## config.mk

```make
export PLATFORM = sky130hd
export DESIGN_NAME = ccd_top
export DESIGN_NICKNAME = d
export VERILOG_FILES = /design/src/logic/ccd_pkg.sv /design/src/logic/ccd_top.sv
export SDC_FILE = /design/constraint.sdc
export NUM_CORES = 1
export LEC_CHECK = 0
export ABC_CLOCK_PERIOD_IN_PS = 5300
export BUFFER_PORTS_ARGS = -buffer_cell sky130_fd_sc_hd__buf_4
export CORE_AREA = 2 2 115 117
export CTS_CLUSTER_SIZE = 24
export DETAILED_ROUTE_END_ITERATION = 10
export DIE_AREA = 0 0 117 119
export PLACE_DENSITY = 0.72
export SETUP_SLACK_MARGIN = 0.2
export SLEW_MARGIN = 25
export SYNTH_ARGS = -nofsm -noshare
export SYNTH_HDL_FRONTEND = slang
export SYNTH_SLANG_ARGS = --single-unit
```

## constraint.sdc

```tcl
create_clock -name clk -period 5.3 [get_ports clk]
set_input_delay 1.06 -clock clk [delete_from_list [all_inputs] [get_ports clk]]
set_output_delay 1.06 -clock clk [all_outputs]
set_load 0.02 [all_outputs]
```

## src/logic/ccd_pkg.sv

```systemverilog
// package of constants for the clock configuration decoder
// Notes on behaviour
// - usb divider code locked while usb clock on
// - usb codes: 1.5, 1, 2.5, 2, 3, else 3.5
// - multiply factor from three separate bit groups
// - multiply code+2, 15 gives 16, then code+1
// - predivide bit shared by two register views
// - predivide bit halves crystal or 48 MHz source
// - source bit picks rc/2 or preselected clock
// - adc code gains top bit from register two
// - adc divides apb2 by 2-8, ahb by 3/7/9
// - apb2 divider bypass or divide 2..16
// - apb1 divider bypass or divide 2..16
// - ahb divider bypass or divide 2..512
// - status field hardware-owned, reports clock in use
// - selection applied after latency, status confirms it
// - wake from low power forces rc clock
// - crystal failure in use forces rc clock
package ccd_pkg;
    // register offsets on the plain register port
    localparam logic [7:0]  CFG0_OFFSET   = 8'h04;
    localparam logic [7:0]  CFG1_OFFSET   = 8'h2c;
    localparam logic [7:0]  CFG2_OFFSET   = 8'h30;
    localparam logic [31:0] CFG_RESET     = 32'h0000_0000;
    // clock_config_zero field positions
    localparam int MF4_BIT        = 27;
    localparam int USB_LSB        = 22;
    localparam int MF_LSB         = 18;
    localparam int PREDIV_BIT     = 17;
    localparam int PLLSRC_BIT     = 16;
    localparam int ADC_LSB        = 14;
    localparam int APB2_LSB       = 11;
    localparam int APB1_LSB       = 8;
    localparam int AHB_LSB        = 4;
    localparam int STATUS_LSB     = 2;
    localparam int SEL_LSB        = 0;
    // clock_config_one and clock_config_two field positions
    localparam int MF5_BIT        = 31;
    localparam int PRESEL_BIT     = 30;
    localparam int DIV0_BIT       = 0;
    localparam int USB2_BIT       = 30;
    localparam int ADC2_BIT       = 31;
    // system clock source codes
    localparam logic [1:0]  SRC_RC8   = 2'h0;
    localparam logic [1:0]  SRC_XTAL  = 2'h1;
    localparam logic [1:0]  SRC_PLL   = 2'h2;
    localparam logic [1:0]  SRC_RSVD  = 2'h3;
    // cycles the source switch takes before status follows
    localparam logic [3:0]  SWITCH_CYCLES = 4'h4;
    typedef enum logic {SW_IDLE, SW_WAIT} ccd_sw_state_t;
endpackage

```

## src/logic/ccd_top.sv

```systemverilog
// clock configuration register decode, source switch and prescaler ticks
//
// The strobed register port and the register offsets were decided locally.
`timescale 1ns/1ns
`default_nettype none

// divider in source events; new ratio and source taken only at wrap
module ccd_tick #(
    parameter int W = 10
) (
    input  wire logic         clk,
    input  wire logic         rst_n,
    input  wire logic         src_a,
    input  wire logic         src_b,
    input  wire logic         sel_b,
    input  wire logic [W-1:0] ratio,
    output logic              tick_q
);
    logic [W-1:0] cnt_q;
    logic [W-1:0] ratio_q;
    logic         sel_q;
    logic         ev;

    // the counter needs two bits at least to tell a wrap from a count
    if (W < 2) begin : g_width_check
        $error("ccd_tick width too small");
    end

    assign ev = sel_q ? src_b : src_a;

    // reload only at wrap so no period is cut short
    always_ff @(posedge clk or negedge rst_n) begin
        if (!rst_n) begin
            cnt_q   <= '0;
            ratio_q <= W'(1);
            sel_q   <= 1'b0;
            tick_q  <= 1'b0;
        end else begin
            tick_q <= ev && (cnt_q == ratio_q - W'(1));
            if (ev) begin
                if (cnt_q == ratio_q - W'(1)) begin
                    cnt_q   <= '0;
                    ratio_q <= ratio;
                    sel_q   <= sel_b;
                end else begin
                    cnt_q <= cnt_q + W'(1);
                end
            end
        end
    end

    chk_tick_wrap: assert property (@(posedge clk) disable iff (!rst_n)
        tick_q |-> cnt_q == '0)
        else $error("tick without counter wrap");
endmodule

module ccd_top (
    input  wire logic        clk,
    input  wire logic        resetn,
    input  wire logic [7:0]  addr,
    input  wire logic [31:0] wdata,
    input  wire logic        wr,
    input  wire logic        rd,
    output logic [31:0]      rdata_q,
    input  wire logic        usb_clock_enabled,
    input  wire logic        wake_from_lowpower,
    input  wire logic        crystal_failure,
    output logic [1:0]       sysclk_in_use_q,
    output logic             pll_source_sel_q,
    output logic             pll_preselect_q,
    output logic             pll_predivide_sel_q,
    output logic [6:0]       pll_multiply_q,
    output logic [2:0]       usb_div_half_q,
    output logic             ahb_tick_q,
    output logic             apb1_tick_q,
    output logic             apb2_tick_q,
    output logic             adc_tick_q
);
    logic [1:0]  rst_sync_q;
    logic        rst_n;
    logic [5:0]  mf_q;
    logic [2:0]  usb_q;
    logic        pllsrc_q;
    logic        div0_q;
    logic        presel_q;
    logic [2:0]  adc_q;
    logic [2:0]  apb2_q;
    logic [2:0]  apb1_q;
    logic [3:0]  ahb_q;
    logic [1:0]  sel_q;
    logic [1:0]  status_q;
    logic [3:0]  sw_cnt_q;
    ccd_pkg::ccd_sw_state_t sw_q;
    logic        wr0;
    logic        wr1;
    logic        wr2;
    logic        xtal_in_use;
    logic        force_rc;
    logic [9:0]  ahb_ratio;
    logic [9:0]  apb1_ratio;
    logic [9:0]  apb2_ratio;
    logic [9:0]  adc_ratio;
    logic [31:0] cfg0_view;
    logic [31:0] cfg1_view;
    logic [31:0] cfg2_view;

    // reset released through two flops
    always_ff @(posedge clk or negedge resetn) begin
        if (!resetn) begin
            rst_sync_q <= 2'h0;
        end else begin
            rst_sync_q <= {rst_sync_q[0], 1'b1};
        end
    end
    assign rst_n = rst_sync_q[1];

    assign wr0 = wr && (addr == ccd_pkg::CFG0_OFFSET);
    assign wr1 = wr && (addr == ccd_pkg::CFG1_OFFSET);
    assign wr2 = wr && (addr == ccd_pkg::CFG2_OFFSET);

    // crystal feeds sysclk directly or feeds the pll input, whether or not the pll is in use
    assign xtal_in_use = (status_q == ccd_pkg::SRC_XTAL)
                      || (pllsrc_q && !presel_q);
    assign force_rc = wake_from_lowpower || (crystal_failure && xtal_in_use);

    // software-owned prescaler and pll fields
    always_ff @(posedge clk or negedge rst_n) begin
        if (!rst_n) begin
            mf_q     <= 6'h00;
            usb_q    <= 3'h0;
            pllsrc_q <= 1'b0;
            presel_q <= 1'b0;
            adc_q    <= 3'h0;
            apb2_q   <= 3'h0;
            apb1_q   <= 3'h0;
            ahb_q    <= 4'h0;
        end else begin
            if (wr0) begin
                mf_q[3:0] <= wdata[ccd_pkg::MF_LSB +: 4];
                mf_q[4]   <= wdata[ccd_pkg::MF4_BIT];
                pllsrc_q  <= wdata[ccd_pkg::PLLSRC_BIT];
                adc_q[1:0] <= wdata[ccd_pkg::ADC_LSB +: 2];
                apb2_q    <= wdata[ccd_pkg::APB2_LSB +: 3];
                apb1_q    <= wdata[ccd_pkg::APB1_LSB +: 3];
                ahb_q     <= wdata[ccd_pkg::AHB_LSB +: 4];
                if (!usb_clock_enabled) begin
                    usb_q[1:0] <= wdata[ccd_pkg::USB_LSB +: 2];
                end
            end
            if (wr1) begin
                mf_q[5]  <= wdata[ccd_pkg::MF5_BIT];
                presel_q <= wdata[ccd_pkg::PRESEL_BIT];
            end
            if (wr2) begin
                adc_q[2] <= wdata[ccd_pkg::ADC2_BIT];
                if (!usb_clock_enabled) begin
                    usb_q[2] <= wdata[ccd_pkg::USB2_BIT];
                end
            end
        end
    end

    // one storage bit behind both register views
    always_ff @(posedge clk or negedge rst_n) begin
        if (!rst_n) begin
            div0_q <= 1'b0;
        end else if (wr0) begin
            div0_q <= wdata[ccd_pkg::PREDIV_BIT];
        end else if (wr1) begin
            div0_q <= wdata[ccd_pkg::DIV0_BIT];
        end
    end

    // selection: force beats a software write in the same cycle
    always_ff @(posedge clk or negedge rst_n) begin
        if (!rst_n) begin
            sel_q <= ccd_pkg::SRC_RC8;
        end else if (force_rc) begin
            sel_q <= ccd_pkg::SRC_RC8;
        end else if (wr0 && wdata[ccd_pkg::SEL_LSB +: 2] != ccd_pkg::SRC_RSVD) begin
            sel_q <= wdata[ccd_pkg::SEL_LSB +: 2];
        end
    end

    // switch sequencer; status moves once the new clock is settled, or at once to rc on a force
    always_ff @(posedge clk or negedge rst_n) begin
        if (!rst_n) begin
            sw_q     <= ccd_pkg::SW_IDLE;
            sw_cnt_q <= 4'h0;
            status_q <= ccd_pkg::SRC_RC8;
        end else if (force_rc) begin
            sw_q     <= ccd_pkg::SW_IDLE;
            sw_cnt_q <= 4'h0;
            status_q <= ccd_pkg::SRC_RC8;
        end else begin
            unique case (sw_q)
                ccd_pkg::SW_IDLE: begin
                    if (sel_q != status_q) begin
                        sw_q     <= ccd_pkg::SW_WAIT;
                        sw_cnt_q <= ccd_pkg::SWITCH_CYCLES;
                    end
                end
                ccd_pkg::SW_WAIT: begin
                    if (sw_cnt_q == 4'h1) begin
                        status_q <= sel_q;
                        sw_q     <= ccd_pkg::SW_IDLE;
                    end
                    sw_cnt_q <= sw_cnt_q - 4'h1;
                end
            endcase
        end
    end

    // divide ratios in source-clock events
    always_comb begin
        ahb_ratio  = ahb_q[3] ? ((ahb_q[2:0] < 3'h4) ? 10'(2 << ahb_q[1:0])
                                                    : 10'(64 << ahb_q[1:0])) : 10'h001;
        apb2_ratio = apb2_q[2] ? 10'(2 << apb2_q[1:0]) : 10'h001;
        apb1_ratio = apb1_q[2] ? 10'(2 << apb1_q[1:0]) : 10'h001;
        unique case (adc_q)
            3'h4:       adc_ratio = 10'h003;
            3'h5, 3'h6: adc_ratio = 10'h007;
            3'h7:       adc_ratio = 10'h009;
            default:    adc_ratio = 10'({adc_q[1:0], 1'b0}) + 10'h002; // widen first: code 3 gives 8
        endcase
    end

    // decoded pll and usb settings
    always_ff @(posedge clk or negedge rst_n) begin
        if (!rst_n) begin
            pll_multiply_q      <= 7'h02;
            usb_div_half_q      <= 3'h3;
            pll_source_sel_q    <= 1'b0;
            pll_preselect_q     <= 1'b0;
            pll_predivide_sel_q <= 1'b0;
            sysclk_in_use_q     <= ccd_pkg::SRC_RC8;
        end else begin
            if (mf_q < 6'h0f) begin
                pll_multiply_q <= 7'(mf_q) + 7'h02;
            end else begin
                pll_multiply_q <= 7'(mf_q) + 7'h01;
            end
            unique case (usb_q)
                3'h0:    usb_div_half_q <= 3'h3;
                3'h1:    usb_div_half_q <= 3'h2;
                3'h2:    usb_div_half_q <= 3'h5;
                3'h3:    usb_div_half_q <= 3'h4;
                3'h4:    usb_div_half_q <= 3'h6;
                default: usb_div_half_q <= 3'h7;
            endcase
            pll_source_sel_q    <= pllsrc_q;
            pll_preselect_q     <= presel_q;
            pll_predivide_sel_q <= div0_q;
            sysclk_in_use_q     <= status_q;
        end
    end

    // chained ticks: clk stands for the system clock
    ccd_tick #(.W(10)) u_ahb (
        .clk    (clk),
        .rst_n  (rst_n),
        .src_a  (1'b1),
        .src_b  (1'b1),
        .sel_b  (1'b0),
        .ratio  (ahb_ratio),
        .tick_q (ahb_tick_q)
    );
    ccd_tick #(.W(10)) u_apb2 (
        .clk    (clk),
        .rst_n  (rst_n),
        .src_a  (ahb_tick_q),
        .src_b  (ahb_tick_q),
        .sel_b  (1'b0),
        .ratio  (apb2_ratio),
        .tick_q (apb2_tick_q)
    );
    ccd_tick #(.W(10)) u_apb1 (
        .clk    (clk),
        .rst_n  (rst_n),
        .src_a  (ahb_tick_q),
        .src_b  (ahb_tick_q),
        .sel_b  (1'b0),
        .ratio  (apb1_ratio),
        .tick_q (apb1_tick_q)
    );
    // adc counts apb2 ticks or ahb ticks by the code's top bit
    ccd_tick #(.W(10)) u_adc (
        .clk    (clk),
        .rst_n  (rst_n),
        .src_a  (apb2_tick_q),
        .src_b  (ahb_tick_q),
        .sel_b  (adc_q[2]),
        .ratio  (adc_ratio),
        .tick_q (adc_tick_q)
    );

    // register views; unowned bits read zero
    always_comb begin
        cfg0_view = ccd_pkg::CFG_RESET;
        cfg0_view[ccd_pkg::MF4_BIT]         = mf_q[4];
        cfg0_view[ccd_pkg::USB_LSB +: 2]    = usb_q[1:0];
        cfg0_view[ccd_pkg::MF_LSB +: 4]     = mf_q[3:0];
        cfg0_view[ccd_pkg::PREDIV_BIT]      = div0_q;
        cfg0_view[ccd_pkg::PLLSRC_BIT]      = pllsrc_q;
        cfg0_view[ccd_pkg::ADC_LSB +: 2]    = adc_q[1:0];
        cfg0_view[ccd_pkg::APB2_LSB +: 3]   = apb2_q;
        cfg0_view[ccd_pkg::APB1_LSB +: 3]   = apb1_q;
        cfg0_view[ccd_pkg::AHB_LSB +: 4]    = ahb_q;
        cfg0_view[ccd_pkg::STATUS_LSB +: 2] = status_q;
        cfg0_view[ccd_pkg::SEL_LSB +: 2]    = sel_q;
        cfg1_view = ccd_pkg::CFG_RESET;
        cfg1_view[ccd_pkg::MF5_BIT]         = mf_q[5];
        cfg1_view[ccd_pkg::PRESEL_BIT]      = presel_q;
        cfg1_view[ccd_pkg::DIV0_BIT]        = div0_q;
        cfg2_view = ccd_pkg::CFG_RESET;
        cfg2_view[ccd_pkg::USB2_BIT]        = usb_q[2];
        cfg2_view[ccd_pkg::ADC2_BIT]        = adc_q[2];
    end

    // read data valid only in the cycle after the strobe
    always_ff @(posedge clk or negedge rst_n) begin
        if (!rst_n) begin
            rdata_q <= 32'h0000_0000;
        end else if (rd) begin
            unique case (addr)
                ccd_pkg::CFG0_OFFSET: rdata_q <= cfg0_view;
                ccd_pkg::CFG1_OFFSET: rdata_q <= cfg1_view;
                ccd_pkg::CFG2_OFFSET: rdata_q <= cfg2_view;
                default:              rdata_q <= 32'h0000_0000;
            endcase
        end else begin
            rdata_q <= 32'h0000_0000;
        end
    end

    chk_wake_force: assert property (@(posedge clk) disable iff (!rst_n)
        wake_from_lowpower |=> (sel_q == ccd_pkg::SRC_RC8) && (status_q == ccd_pkg::SRC_RC8))
        else $error("wake did not force rc clock");
    chk_fail_force: assert property (@(posedge clk) disable iff (!rst_n)
        (crystal_failure && status_q == ccd_pkg::SRC_XTAL) |=> status_q == ccd_pkg::SRC_RC8
                                                               ##1 sysclk_in_use_q == ccd_pkg::SRC_RC8)
        else $error("crystal failure did not force rc clock");
    chk_switch_latency: assert property (@(posedge clk) disable iff (!rst_n)
        (sw_q == ccd_pkg::SW_IDLE && sel_q != status_q && !force_rc && !wr0 && !wake_from_lowpower
         && !crystal_failure) |=> (status_q != sel_q)[*3] ##1 (status_q != sel_q) ##1 (status_q == $past(sel_q, 5)))
        else $error("status not updated after switch latency");
    chk_usb_lock: assert property (@(posedge clk) disable iff (!rst_n)
        (usb_clock_enabled && (wr0 || wr2)) |=> $stable(usb_q))
        else $error("usb divider changed while usb clock on");
    chk_shared_bit: assert property (@(posedge clk) disable iff (!rst_n)
        wr1 |=> (div0_q == $past(wdata[ccd_pkg::DIV0_BIT])) ##1 (pll_predivide_sel_q == div0_q))
        else $error("shared predivide bit not written through second view");
    chk_mult_decode: assert property (@(posedge clk) disable iff (!rst_n)
        ($stable(mf_q) && mf_q == 6'h0f) |=> pll_multiply_q == 7'h10)
        else $error("multiply code 15 not times 16");
    chk_mult_top: assert property (@(posedge clk) disable iff (!rst_n)
        (wr0 && wr1 == 1'b0 && mf_q[5] && wdata[ccd_pkg::MF_LSB +: 4] == 4'hf && wdata[ccd_pkg::MF4_BIT])
        |=> ##1 pll_multiply_q == 7'h40)
        else $error("top multiply code not times 64");
    chk_usb_decode: assert property (@(posedge clk) disable iff (!rst_n)
        (usb_q == 3'h2) |=> usb_div_half_q == 3'h5)
        else $error("usb code 2 not divide by 2.5");
    chk_apb_bypass: assert property (@(posedge clk) disable iff (!rst_n)
        (!apb1_q[2] && ahb_q == 4'h0 && $past(ahb_tick_q)) |-> ##[0:20] apb1_tick_q)
        else $error("apb1 bypass produced no tick");
    chk_read_once: assert property (@(posedge clk) disable iff (!rst_n)
        (rd && addr == ccd_pkg::CFG0_OFFSET) |=> rdata_q[ccd_pkg::STATUS_LSB +: 2] == $past(status_q))
        else $error("status field read wrong");

    cov_switch_pll: cover property (@(posedge clk) disable iff (!rst_n)
        sw_q == ccd_pkg::SW_WAIT ##[1:8] status_q == ccd_pkg::SRC_PLL);
    cov_wake: cover property (@(posedge clk) disable iff (!rst_n)
        status_q == ccd_pkg::SRC_PLL ##1 wake_from_lowpower);
    cov_adc_ahb: cover property (@(posedge clk) disable iff (!rst_n) adc_q[2] && adc_tick_q);
    cov_usb_lock: cover property (@(posedge clk) disable iff (!rst_n) usb_clock_enabled && wr0);
endmodule

`default_nettype wire

```

### After elaboration in Yosys (flattened, before gate mapping)

Index checks and enable logic that the tools add are counted.

| operators by class | value |
|---|---|
| magnitude comparators | 2 |
| multipliers | 0 |
| multiplexer cells | 28 |
| equality and inequality tests | 20 |
| reduce and logical (&&, ||, !) cells | 24 |
| bitwise logic cells | 2 |
| add/sub/neg operators | 12 |
| div/mod/pow operators | 0 |
| shift-type cells | 4 |

Operators with widths:

| kind | number |
|---|---|
| $pmux W32 S3 | 1 |
| $mux W10 | 8 |
| $add A10 B1 Y10 const B | 4 |
| $eq A10 B10 Y1 | 4 |
| $sub A10 B1 Y10 const B | 4 |
| $mux W32 | 1 |
| $shl A2 B2 Y10 const A | 3 |
| $eq A8 B6 Y1 const B | 2 |
| $eq A3 B3 Y1 const B | 5 |
| $pmux W3 S5 | 1 |
| $pmux W4 S3 | 1 |
| $reduce_and A2 Y1 | 6 |
| $mux W2 | 5 |
| $shl A7 B2 Y10 const A | 1 |
| $logic_and A1 B1 Y1 | 9 |
| $eq A8 B3 Y1 const B | 1 |
| $mux W4 | 2 |
| $pmux W4 S2 | 1 |
| $reduce_bool A2 Y1 | 4 |
| $add A6 B1 Y7 const B | 1 |
| $add A6 B2 Y7 const B | 1 |
| $mux W7 | 1 |
| $eq A3 B2 Y1 const B | 2 |
| $lt A6 B4 Y1 const B | 1 |
| 16 further kinds | 23 |

| word-level totals | value |
|---|---|
| word-level logic and storage cells | 129 |
| bits in read-only memories | 0 |
| output and inout port bits | 51 |
| memories | 0 |
| memory bits (writable) | 0 |
| bits in registers | 168 |
| latch bits | 0 |

### Logic depth before layout (Yosys ltp)

Gate-level depths: netlist of run 1.

| logic depth | value |
|---|---|
| depth in word-level cells | 7 |
| depth in mapped cells | 11 |
| depth with buffers taken out | 11 |

### Modules after synthesis

From an unflattened synthesis of run 1, not the netlist that was laid out.

| second synthesis, totals | value |
|---|---|
| cell total of the unflattened synthesis | 793 |
| area, all modules | 8911.0 um2 |

Modules (own cells, without submodules):

| module | times used | sequential area each (um2) | area each (um2) | cells an instance |
|---|---|---|---|---|
| ccd_tick (u_adc ...) | 3 | 551.8 | 1358.8 | 132 |
| ccd_top | 1 | 1955.6 | 3424.5 | 263 |
| ccd_tick (u_apb1) | 1 | 551.8 | 1410.1 | 134 |

### Worst setup path before layout of run 1

OpenSTA, ideal clock, no wires.

| timing | value |
|---|---|
| kind | flip-flop to flip-flop |
| start point | register u_apb1.ratio_q[0] |
| end point | register u_apb1.ratio_q[1] |
| period minus slack after synthesis | 2.878 ns |
| stages on the path, launching flop included | 12 |
| path slack | 2.422 ns |
| arrival | 2.745 ns |
| library setup time | 0.132 ns |
| path through | dfstp_2 inv_1 ha_1 nand2b_1 nor2_1 ha_1 xnor2_1 nor4_1 nand3_1 nor4_1 clkbuf_1 o21ai_0 |

| on the way | value |
|---|---|
| word-level cells in the longest chain between the ends | 3 |

RTL lines:

| item | line | text |
|---|---|---|
| start, declared | ccd_top.sv:20 | `logic [W-1:0] ratio_q;` |
| start signal, assigned | ccd_top.sv:43 | `ratio_q <= ratio;` |
| $sub A10 B1 Y10 | ccd_top.sv:41 | `if (cnt_q == ratio_q - W'(1)) begin` |
| $eq A10 B10 Y1 | ccd_top.sv:41 |  |
| $reduce_and A2 Y1 (no source line) | n/a |  |

Every way passes these cells.
A chain may end at the register's enable or synchronous reset.

### Worst setup path in the final report of run 1

| timing | value |
|---|---|
| start point | register u_ahb.ratio_q[0] |
| end point | register u_ahb.ratio_q[0] |

| on the way | value |
|---|---|
| word-level cells in the longest chain between the ends | 2 |

RTL lines:

| item | line |
|---|---|
| start, declared | ccd_top.sv:20 |
| start signal, assigned | ccd_top.sv:43 |
| $sub A10 B1 Y10 | ccd_top.sv:41 |
| $eq A10 B10 Y1 | ccd_top.sv:41 |

Every way passes these cells.

==> summary.md, run 1 <==
| Metric | Value |
|---|---|
| First-pass GRT wire length | `23,500 um` |
| # Max-Cap Violations | `0` |
| DRC viols | `0` |
| Placeable Area | `12,900 sq um` |
| Via density | `5.42` |
| Avg Inst Size Synth | `10.9 sq um` |
| WL final | `14,000 um` |
| Vias in the first global route | `4,951` |
| Cells after Synth | `634` |
| Type of the most critical hold path | `flip-flop to flip-flop` |
| Most used DFF post-synth | `dfrtp_1` |
| Critical Path End Type | `flip-flop` |
| Power density cells | `386 nW/um^2` |
| Lkg Pwr | `4.08 nW` |
| First drt pass iteration count | `4` |
| Status | `complete, no violations` |
| Post-synth cell types | `54` |
| Resized cells post-CTS | `0` |
| GRT overflow | `0` |
| Initial DRC Count | `297` |
| Port-buffer cells | `85` |
| Clock sink count | `146` |
| Max FO, Critical Path | `12` |
| Reg2Reg Setup Slack | `2.32 ns` |
| Area grow syn2layout | `21.1%` |
| Mapped Area | `6890 sq um` |
| Die X | `117 um` |
| Peak supply drop | `0.235 mV` |
| Final setup TNS | `0 ns` |
| Tot Pwr | `0.00323 W` |
| CTS HTree Levels | `4` |
| Setup slack after layout | `2.32 ns` |
| RePlAce Congestion | `0.875` |
| Peak Freq | `336 MHz` |
| Num rows | `42` |
| Reg clk slew, reported paths | `0.05 ns` |
| Vias | `4,939` |
| Slew headroom | `29.9%` |
| Count leader, synth | `dfrtp_1` |
| RSZ-0062 raised after global routing | `no` |
| Largest net degree at the start of global routing | `81` |
| Tightest Pin Transition | `1.02 ns` |
| Final ANT Viol Nets | `0` |
| Combinational Power Share | `17.3%` |
| Nature of the critical path startpoint | `flip-flop` |
| DIE AREA | `13,900 sq um` |
| Nets | `790` |
| CTS Buf Count | `17` |
| Crit Path Class | `flip-flop to flip-flop` |
| Final Hold Vio Count | `0` |
| Ant. Diodes | `0` |
| Clock power frac | `40.3%` |
| Dominant cells by area after synthesis | `dfrtp_1 50%, mux2_2 5.1%, xnor2_1 4.3%, nor2_1 3.7%, ha_1 3.6%` |
| Initial Util | `53.5%` |
| Switching Power | `0.000879 W` |
| Total GRT Usage | `21.7%` |
| Fin crit share | `56.2%` |
| Hold_buf cts | `0` |
| Post-synthesis sequential area ratio | `53.1%` |
| Worst EP required | `5.64 ns` |
| Routed WL per cell | `15.4 um` |
| Fill count | `1,021` |
| Setup repair bufs after CTS | `0` |
| DP HPWL | `9540 um` |
| Share of the synthesized area in the top cell type | `50.5%` |
| Clock Tree Root | `clkbuf_16` |
| FFs w/ async S/R, synth | `100%` |
| Die span in y | `119 um` |
| Worst Path Arrival | `3.32 ns` |
| Share of cells above drive strength 1 | `22.4%` |
| Initial antenna violation count | `0` |
| Clock Skew | `0.00813 ns` |
| Synthesized flop and latch total | `146` |
| Net Sw Frac | `27.3%` |
| YS warnings | `0` |
| Most instantiated cells after synthesis | `139 x dfrtp_1, 68 x nor2_1, 38 x and3_1` |
| Setup violators final | `0` |
| I/O pins | `98` |
| Dpl ws | `1.67 ns` |
| Max Root-Sink Buffers | `2` |
| CTS tree | `built` |
| P_int | `0.00235 W` |
| Slew Viols, Final | `0` |
| Number of flops mapped to enable cells by yosys | `0` |
| Post-layout min period | `2.98 ns` |
| Area leader, netlist | `dfrtp_1` |
| Worst-Skew Late Latency | `0.42 ns` |
| Sequential power share | `42.4%` |
[cell families after synthesis]
family | count (synthesis) | synth area share, %
other cells | 2 | 0.109
fa+ha+maj | 20 | 3.63
xor+xnor | 56 | 7.11
flops | 146 | 53.1
mux | 51 | 8.11
simple gates | 231 | 17.3
compound gates | 75 | 7.21
buf+inv | 53 | 3.39
[per-layer routing]
layer	part of all wire [%]	routed length, um	GRT usage, %	up-vias
met3	3.9	547	4.48	18
li1	-	-	-	2377
met4	1.7	236	8.24	0
met1	45	6330	29.0	2438
met5	0	0	0	-
met2	49	6900	34.7	106
[worst paths after layout]
| path | from | endpoint | cells after the start |
|---|---|---|---|
| min in group asynchronous | resetn | rst_sync_q[1] | 1 |
| hold / removal | rst_sync_q[0] | rst_sync_q[1] | 0 |
| max in group asynchronous | rst_sync_q[1] | adc_q[1] | 1 |
| setup reg to reg | u_ahb.ratio_q[0] | u_ahb.ratio_q[0] | 9 |
| hold reg to reg | rst_sync_q[0] | rst_sync_q[1] | 0 |
| setup / recovery | u_ahb.ratio_q[0] | u_ahb.ratio_q[0] | 9 |
[metrics by stage]
stage | hold WS [ns] | std cells | cell area [sq um] | utilization, %
after global routing | 0.371 | 912 | 8350 | 64.8
after global placement | 0.343 | 880 | 7690 | 59.7
final | 0.360 | 912 | 8350 | 64.8
after detailed placement | 0.352 | 880 | 7700 | 59.8
after floorplan | 0.331 | 638 | 6910 | -
after CTS | 0.364 | 912 | 8340 | 64.8
[registers in the layout (all words and copies together) (netlist names), 5 cells and up]
signal,flops
rdata_q,27
u_adc.cnt_q,10
u_ahb.cnt_q,10
u_apb1.cnt_q,10
u_apb2.cnt_q,10
u_ahb.ratio_q,9
pll_multiply_q,7
mf_q,6
u_apb1.ratio_q,5
u_apb2.ratio_q,5
[cell usage in the layout, fill, tap and decap left out, types with 24 or more instances in the layout]
master,n
nor2_1,68
o21ai_0,27
inv_1,31
and3_1,38
dfrtp_1,138
nand3_1,24
nand2_1,26
xnor2_1,34
buf_4,87
mux2_2,31
[worst max-delay path: stages, from the launching register on]
cell       delay (ns)
dfstp_2          0.54
inv_1            0.05
ha_1             0.30
xor2_1           0.16
o2111ai_1        0.15
a211oi_1         0.30
nand3_1          0.18
a2111oi_4        0.69
buf_4            0.31
mux2i_1          0.21
[area by class of cell]
cell class	count	area [sq um]	area share [%]
Inverter	31	116	1.39
Sequential cell	146	3670	43.9
Clock buffer	23	468	5.60
Timing Repair Buffer	88	664	7.96
Multi-Input combinational cell	439	3040	36.4
Tap cell	176	220	2.64
Clock inverter	9	178	2.13
[power groups by stage]
stage / combinational, W / sequential [W] / clock, W
floorplan: 0.000444 / 0.00136 / 0
finish: 0.000560 / 0.00137 / 0.00130
detailed placement: 0.000560 / 0.00138 / 0
global placement: 0.000527 / 0.00138 / 0
CTS: 0.000562 / 0.00136 / 0.00132
global route: 0.000624 / 0.00139 / 0.00137
Power figures use the tool's default switching activity.
==> run 2: changes to the inputs <==
--- a/config.mk
+++ b/config.mk
@@ -5,13 +5,13 @@
 export SDC_FILE = /design/constraint.sdc
 export NUM_CORES = 1
 export LEC_CHECK = 0
-export ABC_CLOCK_PERIOD_IN_PS = 5300
+export ABC_CLOCK_PERIOD_IN_PS = 2500
 export BUFFER_PORTS_ARGS = -buffer_cell sky130_fd_sc_hd__buf_4
-export CORE_AREA = 2 2 115 117
+export CORE_AREA = 2 2 119 121
 export CTS_CLUSTER_SIZE = 24
 export DETAILED_ROUTE_END_ITERATION = 10
-export DIE_AREA = 0 0 117 119
-export PLACE_DENSITY = 0.72
+export DIE_AREA = 0 0 121 123
+export PLACE_DENSITY = 0.71
 export SETUP_SLACK_MARGIN = 0.2
 export SLEW_MARGIN = 25
 export SYNTH_ARGS = -nofsm -noshare
==> constraint.sdc (replaced) <==
create_clock -name clk -period 2.5 [get_ports clk]
set_input_delay 0.5 -clock clk [delete_from_list [all_inputs] [get_ports clk]]
set_output_delay 0.5 -clock clk [all_outputs]
set_load 0.02 [all_outputs]
==> run 2 against run 1 <==
The run now ends with setup timing left. Critical path depth increased by 3. Clock power rose by 95%. Clock-buffer cell count down 5. Total power up 130%. Highest routed layer unchanged.
==> summary.md, run 2 (synthesis results as in run 1) <==
| Metric | Value |
|---|---|
| Reg clk slew, reported paths | `0.06 ns` |
| GRT overflow | `0` |
| Crit-path cells | `inv_2 > ha_4 > nand2b_4 > nor2_2 > ha_2 > xor2_2 > nor4_2 > nand3_1 > buf_6 > nor4_4 > buf_6 > mux2i_1` |
| First drt pass iteration count | `6` |
| Area grow syn2layout | `34.6%` |
| Ant. Diodes | `0` |
| Peak supply drop | `0.825 mV` |
| Status | `finished with violations` |
| Worst-Skew Late Latency | `0.42 ns` |
| Type of the most critical hold path | `input pin to flip-flop` |
| Placeable Area | `13,600 sq um` |
| Nets | `843` |
| Fill count | `919` |
| Routed WL per cell | `16.8 um` |
| Num rows | `43` |
| Setup violators final | `14` |
| RePlAce Congestion | `0.861` |
| Worst Path Arrival | `2.92 ns` |
| # Max-Cap Violations | `0` |
| First-pass GRT wire length | `26,200 um` |
| CTS Buf Count | `17` |
| Setup slack after layout | `-0.0740 ns` |
| Clock power frac | `33.6%` |
| Final core occ | `68.2%` |
| Lkg Pwr | `4.38 nW` |
| Slew Viols, Final | `0` |
| Vias in the first global route | `5,387` |
| Nature of the critical path startpoint | `flip-flop` |
| Combinational Power Share | `27.7%` |
| Initial Util | `50.6%` |
| Fin crit share | `103%` |
| Worst EP required | `2.85 ns` |
| Dpl ws | `-0.103 ns` |
| CP peak stage delay | `0.55 ns` |
| DRC viols | `0` |
| DP HPWL | `10,400 um` |
| Initial antenna violation count | `0` |
| Crit Path Class | `flip-flop to flip-flop` |
| Failing checks | `setup timing` |
| Final ANT Viol Nets | `0` |
| Clock sink count | `146` |
| Sequential power share | `38.6%` |
| Slew headroom | `33.8%` |
| Tightest Pin Transition | `0.988 ns` |
| Post-layout min period | `2.57 ns` |
| Max FFs per register | `27` |
| Total GRT Usage | `22.6%` |
| Peak Freq | `388 MHz` |
| Critical Path End Type | `flip-flop` |
| P_int | `0.00519 W` |
| Power density cells | `810 nW/um^2` |
| RSZ-0062 raised after global routing | `yes` |
| Max Root-Sink Buffers | `2` |
| Port-buffer cells | `85` |
| Initial DRC Count | `270` |
| Largest Register | `rdata_q` |
| Number of buffers and inverters on the critical path | `3` |
| Final Hold Vio Count | `0` |
| Most common cell after layout, fill and taps aside | `dfrtp_1` |
| Delay-heaviest family, CP | `simple AND/OR/NAND/NOR gates` |
| DIE AREA | `14,900 sq um` |
| Max FO, Critical Path | `5` |
| WL final | `16,300 um` |
| Multi-input logic area | `3470 sq um` |
| Via density | `5.48` |
| CTS HTree Levels | `4` |
| Critical-path top delay cell | `dfstp_2` |
| Clock Tree Root | `clkbuf_16` |
| Largest net degree at the start of global routing | `59` |
| CP dominant cell by count | `buf_6` |
| Clock Skew | `0.00883 ns` |
| Net Sw Frac | `30.9%` |
| Vias | `5,314` |
| CTS tree | `built` |
| Share of cells above drive strength 1 | `37.0%` |
| I/O pins | `98` |
| Most frequent cells in the layout | `138 x dfrtp_1, 117 x buf_4, 39 x nor2_1, 38 x and3_1, 34 x xnor2_1` |
| Die span in y | `123 um` |
| FF+latch area | `3670 sq um` |
| Switching Power | `0.00232 W` |
| Die X | `121 um` |
run 2: changes by cell type in the layout (fill, tap and decap cells not counted), moves of 13 or more:
| cell | change |
|---|---|
| nor2_1 | -29 |
| nor2_2 | +14 |
| buf_6 | +14 |
| o21ai_0 | -23 |
| mux2_4 | +13 |
| buf_4 | +30 |
| nor2_4 | +15 |
| o21ai_1 | +16 |
run 2: repair_timing:
item / 4_1_cts / 5_1_grt
hold buffers: 1 / 0
gates resized for setup: 47 / 72
gates cloned: 1 / 1
setup buffers: 24 / 8
pin swaps: 32 / 22
setup endpoints to repair: 53 / 66
hold endpoints to repair: 2 / 0
run 2: final timing paths:
check | startpoint | end | slack [ns] | cells after the start
setup reg to reg | u_apb1.ratio_q[0] | u_apb1.ratio_q[0] | -0.07 | 12
hold / removal | wdata[8] | apb1_q[0] | 0.30 | 2
setup / recovery | u_apb1.ratio_q[0] | u_apb1.ratio_q[0] | -0.07 | 12
max in group asynchronous | rst_sync_q[1] | usb_div_half_q[1] | 1.30 | 1
hold reg to reg | rst_sync_q[0] | rst_sync_q[1] | 0.36 | 0
min in group asynchronous | resetn | rst_sync_q[1] | 0.38 | 2
run 2: final cells by class:
cell class / count / share of cell area (%)
flip-flops and latches: 146 / 39.5
multi-input cells: 439 / 37.3
repair buffers: 141 / 13.1
clock buffers: 18 / 4.73
well taps: 180 / 2.43
clock inverters: 14 / 1.67
inverters: 31 / 1.25
run 2: routing by layer:
layer | vias up | GRT usage, % | share of wire [%]
met5 | - | 0 | 0
met4 | 0 | 10.0 | 2.5
met3 | 39 | 7.24 | 6.1
met2 | 161 | 35.6 | 49
met1 | 2628 | 28.8 | 43
li1 | 2486 | - | -
run 2: stage by stage:
stage	area, sq um	cells	hold WS (ns)	total power [W]	setup TNS, ns
6_report	9280	969	0.304	0.00751	-0.488
5_1_grt	9280	969	0.288	0.00786	-3.22
4_1_cts	8960	960	0.283	0.00712	-0.566
3_5_place_dp	8000	902	0.284	0.00425	-0.693
3_3_place_gp	8000	902	0.283	0.00419	-0.0173
2_1_floorplan	7070	638	0.204	0.00389	0
run 2: power by group through the flow:
stage | clock [W] | sequential, W | combinational (W)
after floorplan | 0 | 0.00288 | 0.00101
after CTS | 0.00256 | 0.00288 | 0.00168
final | 0.00253 | 0.00290 | 0.00208
after global routing | 0.00269 | 0.00294 | 0.00224
after global placement | 0 | 0.00290 | 0.00129
after detailed placement | 0 | 0.00291 | 0.00134
==> run 3: changes to the inputs <==
--- a/config.mk
+++ b/config.mk
@@ -7,11 +7,11 @@
 export LEC_CHECK = 0
 export ABC_CLOCK_PERIOD_IN_PS = 2500
 export BUFFER_PORTS_ARGS = -buffer_cell sky130_fd_sc_hd__buf_4
-export CORE_AREA = 2 2 119 121
+export CORE_AREA = 2 2 144 146
 export CTS_CLUSTER_SIZE = 24
 export DETAILED_ROUTE_END_ITERATION = 10
-export DIE_AREA = 0 0 121 123
-export PLACE_DENSITY = 0.71
+export DIE_AREA = 0 0 146 148
+export PLACE_DENSITY = 0.5
 export SETUP_SLACK_MARGIN = 0.2
 export SLEW_MARGIN = 25
 export SYNTH_ARGS = -nofsm -noshare
==> run 3 against run 2 <==
The run now ends clean. Setup slack improved by 0.11 ns. Via count decreased by 3.3%. Design area decreased by 0.80%. Wire length decreased by 1.0%. Largest power group unchanged.
==> summary.md, run 3 (synthesis results as in run 1) <==
| Metric | Value |
|---|---|
| Placed Cells | `991` |
| Dpl ws | `-0.0278 ns` |
| Critical Path End Type | `flip-flop` |
| Crit Path Class | `flip-flop to flip-flop` |
| DP HPWL | `10,800 um` |
| Tightest Pin Transition | `0.877 ns` |
| Reg clk slew, reported paths | `0.06 ns` |
| Type of the most critical hold path | `input pin to flip-flop` |
| Num rows | `52` |
| Share of cells above drive strength 1 | `33.8%` |
| CP dominant cell by count | `ha_4` |
| Worst setup startpoint | `u_apb1.ratio_q[0]` |
| Area grow syn2layout | `33.5%` |
| Worst Path Arrival | `2.77 ns` |
| Clock Tree Root | `clkbuf_16` |
| Max FO, Critical Path | `4` |
| RSZ-0062 raised after global routing | `yes` |
| Ant. Diodes | `0` |
| Most frequent cells in the layout | `138 x dfrtp_1, 116 x buf_4, 54 x nor2_1, 38 x and3_1, 33 x xnor2_1` |
| Non-filler cells, final | `1,053` |
| CTS HTree Levels | `4` |
| Final ANT Viol Nets | `0` |
| Nets | `837` |
| Clock sink count | `146` |
| Fin crit share | `98.6%` |
| Hold path startpoint | `wr` |
| Total GRT Usage | `15.6%` |
| Tot Pwr | `0.00722 W` |
| Worst-Skew Late Latency | `0.42 ns` |
| Via density | `4.88` |
| Largest net degree at the start of global routing | `145` |
| Slew Viols, Final | `0` |
| Post-layout min period | `2.47 ns` |
| Peak supply drop | `0.429 mV` |
| I/O pins | `98` |
| WL final | `16,100 um` |
| Initial Util | `34.4%` |
| Die X | `146 um` |
| Crit-path cells | `inv_2 > ha_4 > nand2b_4 > nor2_4 > ha_4 > xnor2_2 > nor4_2 > nand3_1 > buf_6 > nor3_4 > nor2_2 > mux2_2` |
| CTS Buf Count | `17` |
| Critical-path top delay cell | `dfstp_2` |
| FF+latch area | `3670 sq um` |
| Max Root-Sink Buffers | `2` |
| Most common cell after layout, fill and taps aside | `dfrtp_1` |
| Lkg Pwr | `4.34 nW` |
| RePlAce Congestion | `0.794` |
| GRT overflow | `0` |
| Die span in y | `148 um` |
| Critical R2R Launch | `u_apb1.ratio_q[0]` |
| Peak Freq | `406 MHz` |
| Setup slack after layout | `0.0340 ns` |
| DIE AREA | `21,600 sq um` |
| Final core occ | `45.9%` |
| Number of buffers and inverters on the critical path | `2` |
| Vias | `5,140` |
| Slew headroom | `41.5%` |
| Port-buffer cells | `85` |
| Status | `complete, no violations` |
| Fill count | `1,928` |
| First-pass GRT wire length | `27,000 um` |
| Nature of the critical path startpoint | `flip-flop` |
| Initial DRC Count | `215` |
| Vias in the first global route | `5,325` |
| Worst EP required | `2.80 ns` |
| CTS tree | `built` |
| Largest Register | `rdata_q` |
| Initial antenna violation count | `2` |
| DRC viols | `0` |
| # Max-Cap Violations | `0` |
| Routed WL per cell | `15.3 um` |
| Delay-heaviest family, CP | `simple AND/OR/NAND/NOR gates` |
| Clock Skew | `0.0126 ns` |
| Final Hold Vio Count | `0` |
| Multi-input logic area | `3350 sq um` |
| Power density cells | `785 nW/um^2` |
| Max FFs per register | `27` |
| First drt pass iteration count | `4` |
| Setup violators final | `0` |
| CP peak stage delay | `0.54 ns` |
| Placeable Area | `20,000 sq um` |
[run 3: cell count changes in the layout (fill, tap and decap cells not counted), sizes merged]
cell      change
buf           -5
clkbuf        +1
clkinv        -3
clkinvlp      -2
inv           +3
[run 3: metrics by stage]
step | setup TNS [ns] | area [sq um] | hold slack (ns)
after floorplan | 0 | 7070 | 0.204
after global placement | -0.0201 | 8090 | 0.283
after detailed placement | -0.0278 | 8090 | 0.283
after CTS | 0 | 9020 | 0.276
after global routing | -0.487 | 9210 | 0.282
final | 0 | 9210 | 0.295
[run 3: final timing paths]
path	end	slack, ns	cells past startpoint
worst min register to register	rst_sync_q[1]	0.36	0
worst max-delay path	u_apb1.cnt_q[0]	0.03	12
worst max register to register	u_apb1.cnt_q[0]	0.03	12
min in group asynchronous	rdata_q[21]	0.38	1
worst min-delay path	div0_q	0.30	2
max in group asynchronous	rdata_q[4]	1.39	1
[run 3: timing repair]
action,CTS,global route
hold buffers,1,0
gates cloned,1,0
endpoints found under the hold margin,2,0
pin swaps,34,12
gates resized for setup,47,24
setup endpoints to repair,43,61
setup buffers,16,12
[run 3: cell type report]
class | instances | share of cell area [%]
clock buffer | 20 | 4.96
timing repair buffer | 135 | 12.3
tap | 270 | 3.67
sequential | 146 | 39.8
multi-input combinational | 439 | 36.4
inverter | 31 | 1.26
clock inverter | 12 | 1.56
[run 3: routing by layer]
metal	vias to the layer above	track usage [%]	part of all wire, %
met1	2547	18.8	43
met3	14	5.68	6.4
met5	-	0	0
met4	0	4.66	1.2
li1	2477	-	-
met2	102	26.3	49
[run 3: power breakdown]
part	switching [W]	total, W	leakage (nW)	internal, W
Combinational	0.000807	0.00177	2.12	0.000958
Sequential	0.000292	0.00288	1.94	0.00258
Clock	0.00104	0.00258	0.285	0.00154
Total	0.00214	0.00722	4.34	0.00509
